===== src/inc/async_wr_params.svh =====
// Constants for the asynchronous write sequencer
`ifndef ASYNC_WR_PARAMS_SVH
`define ASYNC_WR_PARAMS_SVH
`define SETUP_FLD_W 4
`define STROBE_FLD_W 6
`define HOLD_FLD_W 3
`define TA_FLD_W 2
`define PHASE_CNT_W 7
`define SPACE_CNT 4
`define SPACE_W 2
`define WORD_W 32
`define WORD_BE_W 4
`define ACC_W 2
`define ACC_FIRST 2'h0
`define ACC_STEP 2'h1
`define ACC_LAST_8 2'h3
`define ACC_LAST_16 2'h1
`define BYTE_MASK 32'h000000FF
`define TA_ZERO 2'h0
`define CNT_ZERO 7'h00
`define CNT_ONE 7'h01
`define LAST_WR_RST 1'b1
`endif


===== src/inc/async_wr_pkg.sv =====
// Types shared by the asynchronous write sequencer
`include "async_wr_params.svh"
package async_wr_pkg;
    // Per chip-space configuration, one per select line
    typedef struct packed {
        logic ss;
        logic asize16;
        logic [`TA_FLD_W-1:0] ta;
        logic [`SETUP_FLD_W-1:0] w_setup;
        logic [`STROBE_FLD_W-1:0] w_strobe;
        logic [`HOLD_FLD_W-1:0] w_hold;
    } chip_space_config_s;
    typedef chip_space_config_s [`SPACE_CNT-1:0] chip_space_config_t;
    typedef enum logic [2:0] {ST_IDLE, ST_TURN, ST_SETUP, ST_STROBE, ST_HOLD} wr_state_e;
    typedef logic [`PHASE_CNT_W-1:0] phase_cnt_t;
endpackage


===== src/inc/phase_timer_if.sv =====
// Link between the sequencer and its phase timer
`timescale 1ns/1ns
`default_nettype none
interface phase_timer_if;
    import async_wr_pkg::*;
    logic load;
    phase_cnt_t load_val;
    logic pause;
    logic expired;
    modport ctrl (output load, output load_val, output pause, input expired);
    modport tmr (input load, input load_val, input pause, output expired);
endinterface
`default_nettype wire


===== src/hdl/phase_timer.sv =====
// Down counter timing turnaround, setup, strobe and hold phases
`timescale 1ns/1ns
`default_nettype none
`include "async_wr_params.svh"
module phase_timer (
    input wire logic core_clk_i,
    input wire logic rst_b_i,
    phase_timer_if.tmr tif
);
    import async_wr_pkg::*;
    phase_cnt_t count_r;

    // Loaded with the phase length; frozen while paused
    always_ff @(posedge core_clk_i or negedge rst_b_i) begin
        if (!rst_b_i) begin
            count_r <= `CNT_ZERO;
        end else if (tif.load) begin
            count_r <= tif.load_val;
        end else if (!tif.pause && count_r != `CNT_ZERO) begin
            count_r <= count_r - `CNT_ONE;
        end
    end

    // Last cycle of a phase; a pause holds it open
    assign tif.expired = (count_r <= `CNT_ONE) && !tif.pause;
endmodule // phase_timer
`default_nettype wire


===== src/hdl/async_wr_seq.sv =====
// Asynchronous memory write cycle sequencer, normal and select-strobe modes
`timescale 1ns/1ns
`default_nettype none
`include "async_wr_params.svh"
module async_wr_seq #(
    parameter int ADDR_W = 23,
    parameter int DATA_W = 16
) (
    input wire logic core_clk_i,
    input wire logic rst_b_i,
    input wire async_wr_pkg::chip_space_config_t chip_space_config_i,
    input wire logic req_valid_i,
    input wire logic req_top_i,
    input wire logic [`SPACE_W-1:0] req_space_i,
    input wire logic [ADDR_W-1:0] req_addr_i,
    input wire logic [1:0] req_bank_i,
    input wire logic [`WORD_W-1:0] req_data_i,
    input wire logic [`WORD_BE_W-1:0] req_be_i,
    input wire logic read_done_i,
    input wire logic device_wait_in_i,
    input wire logic [DATA_W-1:0] data_io_i,
    output logic req_accept_o,
    output logic abandon_o,
    output logic done_o,
    output logic busy_o,
    output logic write_strobe_n_o,
    output logic [DATA_W/8-1:0] byte_enable_n_o,
    output logic [`SPACE_CNT-1:0] chip_select_n_o,
    output logic [ADDR_W-1:0] addr_out_o,
    output logic [1:0] bank_addr_out_o,
    output logic [DATA_W-1:0] data_io_o,
    output logic data_io_oe_o
);
    import async_wr_pkg::*;
    localparam int BE_W = DATA_W / 8;

    wr_state_e state_r, state_nxt;
    chip_space_config_s cfg_sel;
    phase_timer_if tif ();
    logic go_setup, last_acc, abandon_nxt, last_wr_r, ss_r, asize16_r;
    logic [`TA_FLD_W:0] ta_cnt;
    logic [`ACC_W-1:0] acc_r, acc_next;
    logic [`SPACE_W-1:0] space_r;
    logic [ADDR_W-1:0] base_r;
    logic [`WORD_W-1:0] word_r;
    logic [`WORD_BE_W-1:0] be_r;
    phase_cnt_t set_r, stb_r, hld_r;

    // Lane selection for one narrow access
    function automatic logic [DATA_W-1:0] lane_data(input logic [`WORD_W-1:0] w,
                                                    input logic [`ACC_W-1:0] a,
                                                    input logic wide);
        logic [`WORD_W-1:0] s;
        s = wide ? (w >> (a * 16)) : ((w >> (a * 8)) & `BYTE_MASK);
        return s[DATA_W-1:0];
    endfunction

    function automatic logic [BE_W-1:0] lane_be(input logic [`WORD_BE_W-1:0] b,
                                                input logic [`ACC_W-1:0] a,
                                                input logic wide);
        logic [`WORD_BE_W-1:0] s;
        s = wide ? (b >> (a * 2)) : (b >> a);
        return wide ? s[BE_W-1:0] : BE_W'(s[0]);
    endfunction

    phase_timer u_timer (
        .core_clk_i(core_clk_i),
        .rst_b_i(rst_b_i),
        .tif(tif)
    );

    // Turnaround: none after a write, at least one after a read
    assign cfg_sel = chip_space_config_i[req_space_i];
    always_comb begin
        if (last_wr_r) begin
            ta_cnt = 3'h0;
        end else if (cfg_sel.ta == `TA_ZERO) begin
            ta_cnt = 3'h1;
        end else begin
            ta_cnt = {1'b0, cfg_sel.ta};
        end
    end

    assign last_acc = acc_r == (asize16_r ? `ACC_LAST_16 : `ACC_LAST_8);
    assign acc_next = `ACC_W'(acc_r + `ACC_STEP);
    assign tif.pause = (state_r == ST_STROBE) && device_wait_in_i;

    // Phase sequencing and timer loads
    always_comb begin
        state_nxt = state_r;
        go_setup = 1'b0;
        abandon_nxt = 1'b0;
        tif.load = 1'b0;
        tif.load_val = `CNT_ZERO;
        case (state_r)
            ST_IDLE: begin
                if (req_valid_i && req_top_i) begin
                    if (ta_cnt == 3'h0) begin
                        go_setup = 1'b1;
                    end else begin
                        state_nxt = ST_TURN;
                        tif.load = 1'b1;
                        tif.load_val = `PHASE_CNT_W'(ta_cnt);
                    end
                end
            end
            ST_TURN: begin
                if (tif.expired) begin
                    if (req_valid_i && req_top_i) begin
                        go_setup = 1'b1;
                    end else begin
                        state_nxt = ST_IDLE;
                        abandon_nxt = 1'b1;
                    end
                end
            end
            ST_SETUP: begin
                if (tif.expired) begin
                    state_nxt = ST_STROBE;
                    tif.load = 1'b1;
                    tif.load_val = stb_r;
                end
            end
            ST_STROBE: begin
                if (tif.expired) begin
                    state_nxt = ST_HOLD;
                    tif.load = 1'b1;
                    tif.load_val = hld_r;
                end
            end
            ST_HOLD: begin
                if (tif.expired) begin
                    if (!last_acc) begin
                        state_nxt = ST_SETUP;
                        tif.load = 1'b1;
                        tif.load_val = set_r;
                    end else if (req_valid_i && req_top_i) begin
                        if (ta_cnt == 3'h0) begin
                            go_setup = 1'b1;
                        end else begin
                            state_nxt = ST_TURN;
                            tif.load = 1'b1;
                            tif.load_val = `PHASE_CNT_W'(ta_cnt);
                        end
                    end else begin
                        state_nxt = ST_IDLE;
                    end
                end
            end
            default: state_nxt = ST_IDLE;
        endcase
        if (go_setup) begin
            state_nxt = ST_SETUP;
            tif.load = 1'b1;
            tif.load_val = `PHASE_CNT_W'(cfg_sel.w_setup) + `CNT_ONE;
        end
    end

    // State register
    always_ff @(posedge core_clk_i or negedge rst_b_i) begin
        if (!rst_b_i) begin
            state_r <= ST_IDLE;
        end else begin
            state_r <= state_nxt;
        end
    end

    // Latched request and counts; counts only reload on a fresh request
    always_ff @(posedge core_clk_i or negedge rst_b_i) begin
        if (!rst_b_i) begin
            space_r <= '0;
            base_r <= '0;
            word_r <= '0;
            be_r <= '0;
            ss_r <= 1'b0;
            asize16_r <= 1'b0;
            set_r <= `CNT_ZERO;
            stb_r <= `CNT_ZERO;
            hld_r <= `CNT_ZERO;
            acc_r <= `ACC_FIRST;
        end else if (go_setup) begin
            space_r <= req_space_i;
            base_r <= req_addr_i;
            word_r <= req_data_i;
            be_r <= req_be_i;
            ss_r <= cfg_sel.ss;
            asize16_r <= cfg_sel.asize16;
            set_r <= `PHASE_CNT_W'(cfg_sel.w_setup) + `CNT_ONE;
            stb_r <= `PHASE_CNT_W'(cfg_sel.w_strobe) + `CNT_ONE;
            hld_r <= `PHASE_CNT_W'(cfg_sel.w_hold) + `CNT_ONE;
            acc_r <= `ACC_FIRST;
        end else if (state_r == ST_HOLD && tif.expired && !last_acc) begin
            acc_r <= acc_next;
        end
    end

    // Write direction memory; cleared when a read cycle runs elsewhere
    always_ff @(posedge core_clk_i or negedge rst_b_i) begin
        if (!rst_b_i) begin
            last_wr_r <= `LAST_WR_RST;
        end else if (go_setup) begin
            last_wr_r <= 1'b1;
        end else if (read_done_i) begin
            last_wr_r <= 1'b0;
        end
    end

    // Pin drive; a new setup is applied last so it wins the edge
    always_ff @(posedge core_clk_i or negedge rst_b_i) begin
        if (!rst_b_i) begin
            write_strobe_n_o <= 1'b1;
            byte_enable_n_o <= '1;
            chip_select_n_o <= '1;
            addr_out_o <= '0;
            bank_addr_out_o <= '0;
            data_io_o <= '0;
            data_io_oe_o <= 1'b0;
        end else begin
            if (state_r == ST_SETUP && tif.expired) begin
                write_strobe_n_o <= 1'b0;
                byte_enable_n_o <= ~lane_be(be_r, acc_r, asize16_r);
                if (ss_r) begin
                    chip_select_n_o[space_r] <= 1'b0;
                end
            end
            if (state_r == ST_STROBE && tif.expired) begin
                write_strobe_n_o <= 1'b1;
                byte_enable_n_o <= '1;
                if (ss_r) begin
                    chip_select_n_o <= '1;
                end
            end
            if (state_r == ST_HOLD && tif.expired) begin
                if (last_acc) begin
                    addr_out_o <= '0;
                    bank_addr_out_o <= '0;
                    data_io_o <= '0;
                    data_io_oe_o <= 1'b0;
                    chip_select_n_o <= '1;
                end else begin
                    addr_out_o <= ADDR_W'(base_r + ADDR_W'(acc_next));
                    data_io_o <= lane_data(word_r, acc_next, asize16_r);
                end
            end
            if (go_setup) begin
                addr_out_o <= req_addr_i;
                bank_addr_out_o <= req_bank_i;
                data_io_o <= lane_data(req_data_i, `ACC_FIRST, cfg_sel.asize16);
                data_io_oe_o <= 1'b1;
                chip_select_n_o <= '1;
                if (!cfg_sel.ss) begin
                    chip_select_n_o[req_space_i] <= 1'b0;
                end
            end
        end
    end

    // Status pulses and busy level
    always_ff @(posedge core_clk_i or negedge rst_b_i) begin
        if (!rst_b_i) begin
            req_accept_o <= 1'b0;
            abandon_o <= 1'b0;
            done_o <= 1'b0;
            busy_o <= 1'b0;
        end else begin
            req_accept_o <= go_setup;
            abandon_o <= abandon_nxt;
            done_o <= state_r == ST_HOLD && tif.expired && last_acc;
            busy_o <= state_nxt != ST_IDLE;
        end
    end
endmodule // async_wr_seq
`default_nettype wire


===== config.mk =====
export PLATFORM = sky130hd
export DESIGN_NAME = async_wr_seq
export DESIGN_NICKNAME = d
export VERILOG_FILES = /design/src/inc/async_wr_pkg.sv /design/src/inc/phase_timer_if.sv /design/src/hdl/phase_timer.sv /design/src/hdl/async_wr_seq.sv
export VERILOG_INCLUDE_DIRS = /design/src /design/src/inc
export SDC_FILE = /design/constraint.sdc
export NUM_CORES = 1
export LEC_CHECK = 0
export ABC_CLOCK_PERIOD_IN_PS = 6500
export BUFFER_PORTS_ARGS = -buffer_cell sky130_fd_sc_hd__buf_2
export CAP_MARGIN = 20
export CORE_MARGIN = 8
export CORE_UTILIZATION = 45
export CTS_CLUSTER_SIZE = 25
export DETAILED_ROUTE_END_ITERATION = 7
export GPL_TIMING_DRIVEN = 0
export PLACE_DENSITY = 0.7
export SLEW_MARGIN = 20
export SYNTH_ARGS = -nofsm -noshare
export SYNTH_HDL_FRONTEND = slang
export SYNTH_SLANG_ARGS = --single-unit

===== constraint.sdc =====
create_clock -name core_clk_i -period 6.5 [get_ports core_clk_i]
set_input_delay 1.625 -clock core_clk_i [delete_from_list [all_inputs] [get_ports core_clk_i]]
set_output_delay 1.625 -clock core_clk_i [all_outputs]
set_load 0.05 [all_outputs]

Word level (Yosys, flattened, before mapping)
Index checks and enable logic that the tools add are counted.
{ "op_classes": {"addsub": 6, "n_lt_le_gt_ge": 5, "eq_ne": 5, "shift": 4, "n_mux": 79, "bitwise_logic": 4, "reduce_logical": 26} }
{ "ops": {"columns": ["operator", "n"], "rows": [
  ["two-way mux 16 bit", 5],
  ["two-way mux 23 bit", 3],
  ["two-way mux 7 bit", 7],
  ["two-way mux 3 bit", 13],
  ["binary-select mux 17 bit (select 2 bit)", 1],
  ["two-way mux 4 bit", 8],
  ["right shift 32 x 5 -> 8 bit", 1],
  ["right shift 32 x 6 -> 16 bit", 1],
  ["one-hot mux 7 bit (4 select lines)", 1],
  ["two-way mux 1 bit", 24],
  ["adder 23 x 2 -> 23 bit", 1],
  ["two-way mux 2 bit", 11],
  ["two-way mux 17 bit", 1],
  ["one-hot mux 3 bit (5 select lines)", 1],
  ["nonzero test 2 bit", 6],
  ["logical AND 1 bit", 11],
  ["inverter 4 bit", 2],
  ["adder 6 x 1 -> 7 bit, second input constant", 1],
  ["<= comparator 7 x 1 -> 1 bit, second input constant", 1],
  ["nonzero test 7 bit", 1],
  ["subtractor 7 x 1 -> 7 bit, second input constant", 1],
  ["== test 3 x 2 -> 1 bit, second input constant", 2],
  ["zero test 3 bit", 2],
  ["< comparator 2 x 3 -> 1 bit, second input constant", 2],
  ["other kinds (18)", 22]
]} }
{ "word_totals": {"regBits": 150, "inputBits": 153} }

Longest topological paths before layout
Gate-level depths: netlist of the first run.
{ "logic_depth": {"word_depth": 13, "ltp_mapped": 11} }

Modules after synthesis
From an unflattened synthesis of the first run, not the netlist that was laid out.
{ "hier_totals": {"cells_unflattened": 794, "hier_area_um2": 7557.2} }
{ "by_module_without_submodules": {"columns": ["mod", "instances", "cells_per_inst", "area_per_inst_um2", "seq_area_each_um2"], "rows": [
  ["async_wr_seq", 1, 737, 7061.8, 3463.3],
  ["phase_timer", 1, 57, 495.5, 175.2]
]} }

Worst setup path after synthesis of the first run
OpenSTA, ideal clock, no wires.
{ "synth_timing": {"path_kind": "input port to flip-flop", "startpoint": "input req_space_i[0]", "endpoint": "register hld_r[2]", "setup_ns": 0.136, "t_arrival_ns": 3.325, "required_ns": 6.364, "slack_ns": 3.039, "stages": 6, "n_path_buf": 2, "cell_sequence": "buf_2 clkbuf_1 mux4_2 ha_1 xnor2_1 o21ai_0"} }
{ "synth_between": {"elab_chain_cells": 11, "word_cells_on_any_way": 12} }
{ "synth_rtl": {"columns": ["element", "line_no", "rtl"], "rows": [
  ["start, declared", "async_wr_seq.sv:14", "input wire logic [`SPACE_W-1:0] req_space_i,"],
  ["binary-select mux 17 bit (select 2 bit) *", "async_wr_seq.sv:73", "assign cfg_sel = chip_space_config_i[req_space_i];"],
  ["two-way mux 17 bit (implied by the code) *", "async_wr_seq.sv:73", null],
  ["zero test 2 bit (no line)", null, null],
  ["two-way mux 2 bit", "async_wr_seq.sv:77", "end else if (cfg_sel.ta == `TA_ZERO) begin"],
  ["two-way mux 3 bit", "async_wr_seq.sv:75", "if (last_wr_r) begin"],
  ["zero test 3 bit", "async_wr_seq.sv:98, async_wr_seq.sv:138", null],
  ["two-way mux 1 bit", "async_wr_seq.sv:98, async_wr_seq.sv:138", null],
  ["two-way mux 1 bit", "async_wr_seq.sv:137", "end else if (req_valid_i && req_top_i) begin"],
  ["two-way mux 1 bit", "async_wr_seq.sv:133", "if (!last_acc) begin"],
  ["two-way mux 1 bit", "async_wr_seq.sv:132", "if (tif.expired) begin"],
  ["one-hot mux 1 bit (3 select lines)", "async_wr_seq.sv:95", "case (state_r)"],
  ["end signal, assigned", "async_wr_seq.sv:179", "hld_r <= `CNT_ZERO;"],
  ["end signal, assigned", "async_wr_seq.sv:190", "hld_r <= `PHASE_CNT_W'(cfg_sel.w_hold) + `CNT_ONE;"],
  ["end, declared", "async_wr_seq.sv:47", "phase_cnt_t set_r, stb_r, hld_r;"]
]} }
Every way passes the cells marked *; elsewhere a longest branch is shown, timed or not. The select of a mux whose other input is x is not followed.
A chain may end at the register's enable or synchronous reset.

Worst setup path in the final report of the first run
{ "layout_timing": {"startpoint": "register acc_r[0]", "endpoint": "register addr_out_o[12]"} }
{ "layout_between": {"elab_chain_cells": 5, "word_cells_on_any_way": 10} }
{ "layout_rtl": {"columns": ["element", "line_no", "rtl"], "rows": [
  ["start, declared", "async_wr_seq.sv:42", "logic [`ACC_W-1:0] acc_r, acc_next;"],
  ["start signal, assigned", "async_wr_seq.sv:180", "acc_r <= `ACC_FIRST;"],
  ["start signal, assigned", "async_wr_seq.sv:191", "acc_r <= `ACC_FIRST;"],
  ["start signal, assigned", "async_wr_seq.sv:193", "acc_r <= acc_next;"],
  ["adder 2 x 1 -> 2 bit (no line) or == test 2 bit (tied branches)", null, null],
  ["adder 23 x 2 -> 23 bit or two-way mux 1 bit (tied branches)", "async_wr_seq.sv:241, async_wr_seq.sv:133", null],
  ["two-way mux 23 bit or two-way mux 1 bit (tied branches)", "async_wr_seq.sv:234, async_wr_seq.sv:132", null],
  ["two-way mux 23 bit or one-hot mux 1 bit (3 select lines) (tied branches)", "async_wr_seq.sv:233, async_wr_seq.sv:95", null],
  ["two-way mux 23 bit or nonzero test 2 bit (tied branches)", null, null],
  ["end signal, assigned", "async_wr_seq.sv:241", "addr_out_o <= ADDR_W'(base_r + ADDR_W'(acc_next));"],
  ["end signal, assigned", "async_wr_seq.sv:246", "addr_out_o <= req_addr_i;"],
  ["end, declared", "async_wr_seq.sv:29", "output logic [ADDR_W-1:0] addr_out_o,"]
]} }
Parallel ways exist; a longest one is shown, timed or not. The select of a mux whose other input is x is not followed.

==> results of run 1 <==
sequential cells by signal, summed over array words and instances, names as in the netlist, 2 cells and up:
name,cells
stb_r,7
u_timer.count_r,7
byte_enable_n_o,2
acc_r,2
chip_select_n_o,4
addr_out_o,23
data_io_o,16
word_r,32
be_r,4
set_r,5
base_r,23
hld_r,4
state_r,3
space_r,2
bank_addr_out_o,2
critical path: cells and delay by family (launching register included):
family | cells | cell delay, ps
xor+xnor | 2 | 400
simple gates | 3 | 700
fa+ha+maj | 1 | 530
compound gates | 1 | 130
buf+inv | 4 | 1370
flops | 1 | 320
stage by stage:
stage / instance area (sq um) / hold slack [ps]
final: 9400 / 477.7
after global routing: 9400 / 494.6
after CTS: 9400 / 478.4
after detailed placement: 8785 / 462.8
after global placement: 8747 / 457.5
after floorplan: 7526 / 437.9
cell families (layout without fill, tap and decap cells):
family / Yosys count / count (layout) / share of synthesized area
simple gates: 385 / 385 / 0.2185
compound gates: 155 / 155 / 0.1382
flops: 145 / 145 / 0.4835
buf+inv: 58 / 280 / 0.03159
mux: 34 / 34 / 0.07348
xor+xnor: 32 / 32 / 0.03724
fa+ha+maj: 10 / 10 / 0.01762
cell usage after synthesis, types with 8 or more instances:
cell	count
nor3_1	13
dfstp_2	8
ha_1	9
a221o_1	8
nand2_1	278
inv_1	9
clkbuf_1	33
mux4_2	17
buf_1	9
dfrtp_1	137
a22oi_1	9
nand3_1	17
o21ai_0	38
o211ai_1	23
mux2i_1	17
a21oi_1	40
nor2_1	28
xor2_1	8
xnor2_1	24
routing by layer:
metal | vias to the layer above | routed length, microns | share of wire | track usage
li1 | 3265 | - | - | -
met1 | 3262 | 10110 | 0.43 | 0.2805
met2 | 296 | 10760 | 0.46 | 0.3540
met3 | 29 | 1876 | 0.081 | 0.06437
met4 | 0 | 497 | 0.021 | 0.08381
met5 | - | 0 | 0 | 0
layout make-up:
type                       count  area share
buffer                        48     0.02130
clock buffer                  22     0.05151
clock inverter                10     0.01398
inverter                      10    0.003993
multi-input combinational    616      0.3883
sequential                   145      0.3871
tap                          220     0.02928
timing repair buffer         190      0.1046
worst paths after layout:
check | startpoint | slack (ps) | end
setup / recovery | acc_r[0] | 2940 | addr_out_o[12]
hold / removal | addr_out_o[9] | 480 | addr_out_o[9]
setup reg to reg | acc_r[0] | 2940 | addr_out_o[12]
hold reg to reg | addr_out_o[9] | 480 | addr_out_o[9]
max in group asynchronous | rst_b_i | 4570 | last_wr_r
min in group asynchronous | rst_b_i | 1120 | base_r[4]
power by group through the flow:
stage | registers [W] | clock network (W) | logic, W
after floorplan | 0.00182 | 0 | 0.000819
after global placement | 0.00151 | 0 | 0.00154
after detailed placement | 0.00152 | 0 | 0.00156
after CTS | 0.00151 | 0.00104 | 0.00157
after global routing | 0.00156 | 0.00107 | 0.00172
final | 0.00152 | 0.00102 | 0.00156
==> out/results.tsv, run 1 <==
stage	metric	value	unit
timing	final setup violation count	0	
finish	Area Growth Syn to Fin	24.90	%
pwr	total power	0.004100	W
global_routing	first-pass GRT wire length	37310	microns
detailed_routing	WL final	23250	microns
detailed_routing	Pre-antenna DRT Iters	4	
place	gp weighted congestion	0.9001	
setup_path	CP max FO	10	
finish	most common cell after layout, fill and taps aside	nand2_1	
cts	clock sinks	145	
floorplanning	core area	0.01647	sq mm
floorplanning	row count	47	
pwr	Sequential Power Share	0.369	
setup_path	crit-path cells	clkbuf_1 -> clkbuf_1 -> clkbuf_1 -> xor2_1 -> inv_1 -> fa_1 -> nor3b_1 -> nand3_1 -> xnor2_1 -> a22oi_1 -> nand2_1	
place	DP Cell Count	1229	
finish	final cell count without fillers	1261	
global_routing	initial antenna violation count	0	
finish	share of cells above drive strength 1	0.2517	
detailed_routing	Residual DRC	0	
worst_hold_path	hold depth	2	
finish	multi-input logic area	0.003650	sq mm
finish	n_diodes	0	
timing	unrepaired setup endpoints after global routing	no	
pwr	Sw Ratio	0.4038	
global_routing	grt total ovfl	0	
setup_path	Worst R2R Path Depth	11	
finish	Nets	1191	
timing	Final Hold Vio Count	0	
timing	final setup margin	2945	ps
timing	setup TNS	0	ps
pwr	Power Density	436.2	mW/mm^2
synth	Synth cell types	63	
pwr	clock share of power	0.249	
setup_path	data required time of the worst path	6820	ps
cts	clk slew on worst S/H paths	60	ps
cts	post-CTS setup buffers	0	
pwr	NetSw	0.001656	W
cts	post-cts resize count	0	
floorplanning	Die Height	145.3	microns
setup_path	WP data arrival	3870	ps
global_routing	vias in the first global route	7021	
finish	final core occ	0.5709	
synth	Gate Count Post-Synth	819	
pwr	combinational share of power	0.381	
detailed_routing	drt first-iter violations	471	
pwr	leakage power	4.563	nW
floorplanning	initial cell density of the core	0.4571	
place	dpl hpwl	17450	microns
finish	Reg area	0.003638	sq mm
setup_path	crit end category	flip-flop	
place	IO Port Bufs	189	
setup_path	CP peak stage delay	570	ps
finish	leading cell types in the layout, fill and taps excluded	nand2_1 (278), buf_2 (192), dfrtp_1 (137), a21oi_1 (40), o21ai_0 (38)	
synth	EDFF count, synth	0	
timing	Fmax achieved	281.3	MHz
detailed_routing	Via density	5.434	
synth	Yosys reg bits	145	
setup_path	Most common cell on crit path	clkbuf_1	
synth	Syn Std Cell Area	0.007526	sq mm
global_routing	pin count of the biggest net entering global routing	82	
synth	Yosys warnings	0	
timing	crit share post-route	0.5470	
timing	Slew @ Worst Pin	699.2	ps
finish	fill cell count	1496	
timing	Tmin final	3555	ps
setup_path	Setup crit start kind	flip-flop	
synth	Mean Syn Cell Area	9.189	sq um
synth	sequential area share after synthesis	0.4835	
cts	H-tree depth	4	
floorplanning	Die Width	145.3	microns
cts	CTS tree	yes	
pwr	worst vdd ir	0.2262	mV
synth	dominant cell type by area after synthesis	dfrtp_1	
cts	clock root buffer	clkbuf_16	
status	status	complete, no violations	
cts	CTS max path bufs	2	
synth	async set or reset register ratio after synthesis	1.000	
timing	Slew headroom	0.5338	
floorplanning	IO Count	206	
cts	Skew-Pair Late Insertion Delay	430	ps
cts	Post-CTS Hold Buffers	0	
detailed_routing	post-route ant nets	0	
setup_path	Crit-path slowest cell	clkbuf_1	
run	max-cap viol count	0	
synth	Synthesized Nets	982	
synth	Area contributors post-synth	dfrtp_1 (46%), nand2_1 (14%), mux4_2 (5.1%)	
place	pre-CTS WS	2604	ps
floorplanning	die area	0.02112	sq mm
worst_hold_path	Tightest Hold Check Type	reg2reg	
pwr	Internal	0.002445	W
detailed_routing	routed via count	6852	
synth	dominant synthesized flop cell	dfrtp_1	
synth	Yosys top cell area share	0.4555	
detailed_routing	drt wl/cell	18.44	microns
setup_path	Setup CP Type	reg2reg	
timing	Slew Viols, Final	0	
timing	Max Clock Skew	8.453	ps
global_routing	GRT Total Usage	0.2218	
cts	total CTS buffers	17	
Note: power is estimated with default switching activity, not from simulation.
==> run 2, diff against run 1 <==
ABC_CLOCK_PERIOD_IN_PS = 3300   (was 6500)
clock period = 3.3 ns   (was 6.5 ns; I/O delays follow)
==> run 2 against run 1 <==
Net effect:
- global-route usage barely moved
- largest cell class unchanged
- combinational power rose by 97%
- critical path type unchanged
- critical path depth fell by 3
- count of clock-buffer cells in the layout did not move
- clock skew rose by 0.64 ps
- sequential cell count did not move
- first-iteration DRC count fell by 2.3%
- wire length rose by 0.43%
- maximum frequency rose by 15%
- via count rose by 0.28%
- utilization barely moved
- sequential share of layout area barely moved
==> out/results.tsv, run 2 (same netlist as run 1, synthesis figures left out) <==
stage	metric	value	unit	change
place	IO Port Bufs	189		unchanged
pwr	Sw Ratio	0.4039		about the same
timing	Tmin final	3097	ps	-458.5 ps
setup_path	Worst R2R Path Depth	8		-3
status	status	complete, no violations		
finish	multi-input logic area	0.003650	sq mm	unchanged
global_routing	initial antenna violation count	0		unchanged
detailed_routing	post-route ant nets	0		unchanged
floorplanning	Die Height	145.3	microns	unchanged
timing	Slew headroom	0.5538		+0.01995
cts	post-CTS setup buffers	0		unchanged
setup_path	worst reg2reg startpoint	u_timer.count_r[4]		
pwr	NetSw	0.003262	W	+97%
floorplanning	initial cell density of the core	0.4571		unchanged
pwr	worst vdd ir	0.4452	mV	+97%
detailed_routing	Residual DRC	0		unchanged
finish	leading cell types in the layout, fill and taps excluded	nand2_1 (278), buf_2 (193), dfrtp_1 (137), a21oi_1 (40), o21ai_0 (38)		
setup_path	Crit Reg-Reg Endpoint	base_r[15]		
global_routing	GRT Total Usage	0.2217		about the same
cts	clk slew on worst S/H paths	60	ps	about the same
detailed_routing	drt wl/cell	18.54	microns	+0.59%
timing	Final Hold Vio Count	0		unchanged
finish	most common cell after layout, fill and taps aside	nand2_1		
timing	final setup violation count	0		unchanged
setup_path	CP max FO	10		unchanged
timing	Slew @ Worst Pin	664.8	ps	-34.43 ps
place	DP Cell Count	1229		unchanged
finish	Top Registers	word_r x32, addr_out_o x23, base_r x23		
detailed_routing	routed via count	6871		+0.28%
finish	final cell count without fillers	1259		-0.16%
finish	max FFs per register	32		unchanged
floorplanning	die area	0.02112	sq mm	unchanged
finish	Reg area	0.003638	sq mm	unchanged
cts	clock root buffer	clkbuf_16		
global_routing	grt total ovfl	0		unchanged
finish	fill cell count	1496		unchanged
pwr	Sequential Power Share	0.370		about the same
detailed_routing	Pre-antenna DRT Iters	7		+3
setup_path	crit end category	flip-flop		
cts	CTS tree	yes		
floorplanning	Die Width	145.3	microns	unchanged
floorplanning	row count	47		unchanged
pwr	clock share of power	0.250		about the same
pwr	Internal	0.004813	W	+97%
timing	Max Clock Skew	9.094	ps	+0.6417 ps
finish	Top reg by flops	word_r		
place	gp weighted congestion	0.9001		unchanged
cts	total CTS buffers	17		unchanged
finish	Nets	1189		-0.17%
pwr	combinational share of power	0.381		about the same
cts	H-tree depth	4		unchanged
setup_path	Setup CP Type	reg2reg		
setup_path	R2R setup slack	200	ps	-2740 ps
pwr	Power Density	859.5	mW/mm^2	+97%
cts	Skew-Pair Late Insertion Delay	430	ps	about the same
timing	unrepaired setup endpoints after global routing	no		
timing	crit share post-route	0.9385		+0.3915
timing	Fmax achieved	322.9	MHz	+15%
detailed_routing	WL final	23350	microns	+0.43%
setup_path	data required time of the worst path	3660	ps	-3160 ps
detailed_routing	drt first-iter violations	460		-2.3%
finish	share of cells above drive strength 1	0.2541		+0.002409
setup_path	WP data arrival	3460	ps	-410 ps
timing	Slew Viols, Final	0		unchanged
global_routing	vias in the first global route	7017		-0.057%
finish	n_diodes	0		unchanged
cts	CTS max path bufs	2		unchanged
setup_path	Setup crit start kind	flip-flop		
place	dpl hpwl	17450	microns	unchanged
cts	clock sinks	145		unchanged
detailed_routing	Via density	5.458		+0.44%
worst_hold_path	Tightest Hold Check Type	in2async		
global_routing	first-pass GRT wire length	37290	microns	about the same
finish	Area Growth Syn to Fin	24.84	%	about the same
floorplanning	core area	0.01647	sq mm	unchanged
floorplanning	IO Count	206		unchanged
global_routing	pin count of the biggest net entering global routing	82		unchanged
run	max-cap viol count	0		unchanged
pwr	leakage power	4.565	nW	about the same
timing	Min Hold Slack	329.0	ps	-148.7 ps
[run 2: cell count changes in the layout (fill, tap and decap cells not counted), sizes merged]
cell / delta
clkbuf: -2
[run 2: power groups by stage]
stage	registers (W)	logic, W	clock network (W)
final	0.00298	0.00308	0.00202
after detailed placement	0.00299	0.00307	0
after floorplan	0.00358	0.00161	0
after CTS	0.00297	0.00309	0.00204
after global routing	0.00307	0.00337	0.00211
after global placement	0.00297	0.00302	0
[run 2: final cells by class]
cell class / count / area share
Multi-Input combinational cell: 616 / 0.3885
Inverter: 10 / 0.003995
Clock inverter: 10 / 0.01398
Clock buffer: 22 / 0.05154
Sequential cell: 145 / 0.3873
Timing Repair Buffer: 190 / 0.1047
Buffer: 46 / 0.02078
Tap cell: 220 / 0.02930
[run 2: critical path: stages (launching register included)]
cell	delay, ps
dfrtp_1	430
or4_4	570
nor3_2	400
o22ai_1	310
inv_2	270
buf_2	300
buf_1	500
nand2_1	160
nand2_1	90
[run 2: worst max path at each step]
stage | startpoint | to | slack (ps)
3_5_place_dp | acc_r[0] | addr_out_o[12] | -160
6_report | u_timer.count_r[4] | base_r[15] | 200
4_1_cts | acc_r[1] | addr_out_o[12] | 130
3_3_place_gp | rst_b_i | stb_r[6] | -740
2_1_floorplan | acc_r[0] | addr_out_o[14] | 390
5_1_grt | acc_r[0] | addr_out_o[12] | 40
[run 2: stage by stage]
| stage | utilization | total power [W] | worst slack (ps) | TNS (ps) | instance area (sq um) |
|---|---|---|---|---|---|
| floorplan | - | 0.005192 | 393.2 | 0 | 7526 |
| global placement | 0.5312 | 0.005996 | -742.2 | -100520 | 8747 |
| detailed placement | 0.5335 | 0.006064 | -158.6 | -699.3 | 8785 |
| CTS | 0.5708 | 0.008104 | 134.4 | 0 | 9399 |
| global route | 0.5706 | 0.008553 | 41.97 | 0 | 9395 |
| finish | 0.5706 | 0.008075 | 203.0 | 0 | 9395 |
[run 2: timing repair]
item,in CTS,in global routing
setup endpoints to repair,12,3
hold buffers,0,0
resized for setup,2,0
pin swaps,0,0
[run 2: metal layers]
metal  part of all wire  track usage  wire, microns
met1               0.44       0.2805          10160
met2               0.46       0.3537          10840
met3              0.079      0.06437           1852
met4              0.021      0.08381            487
met5                  0            0              0
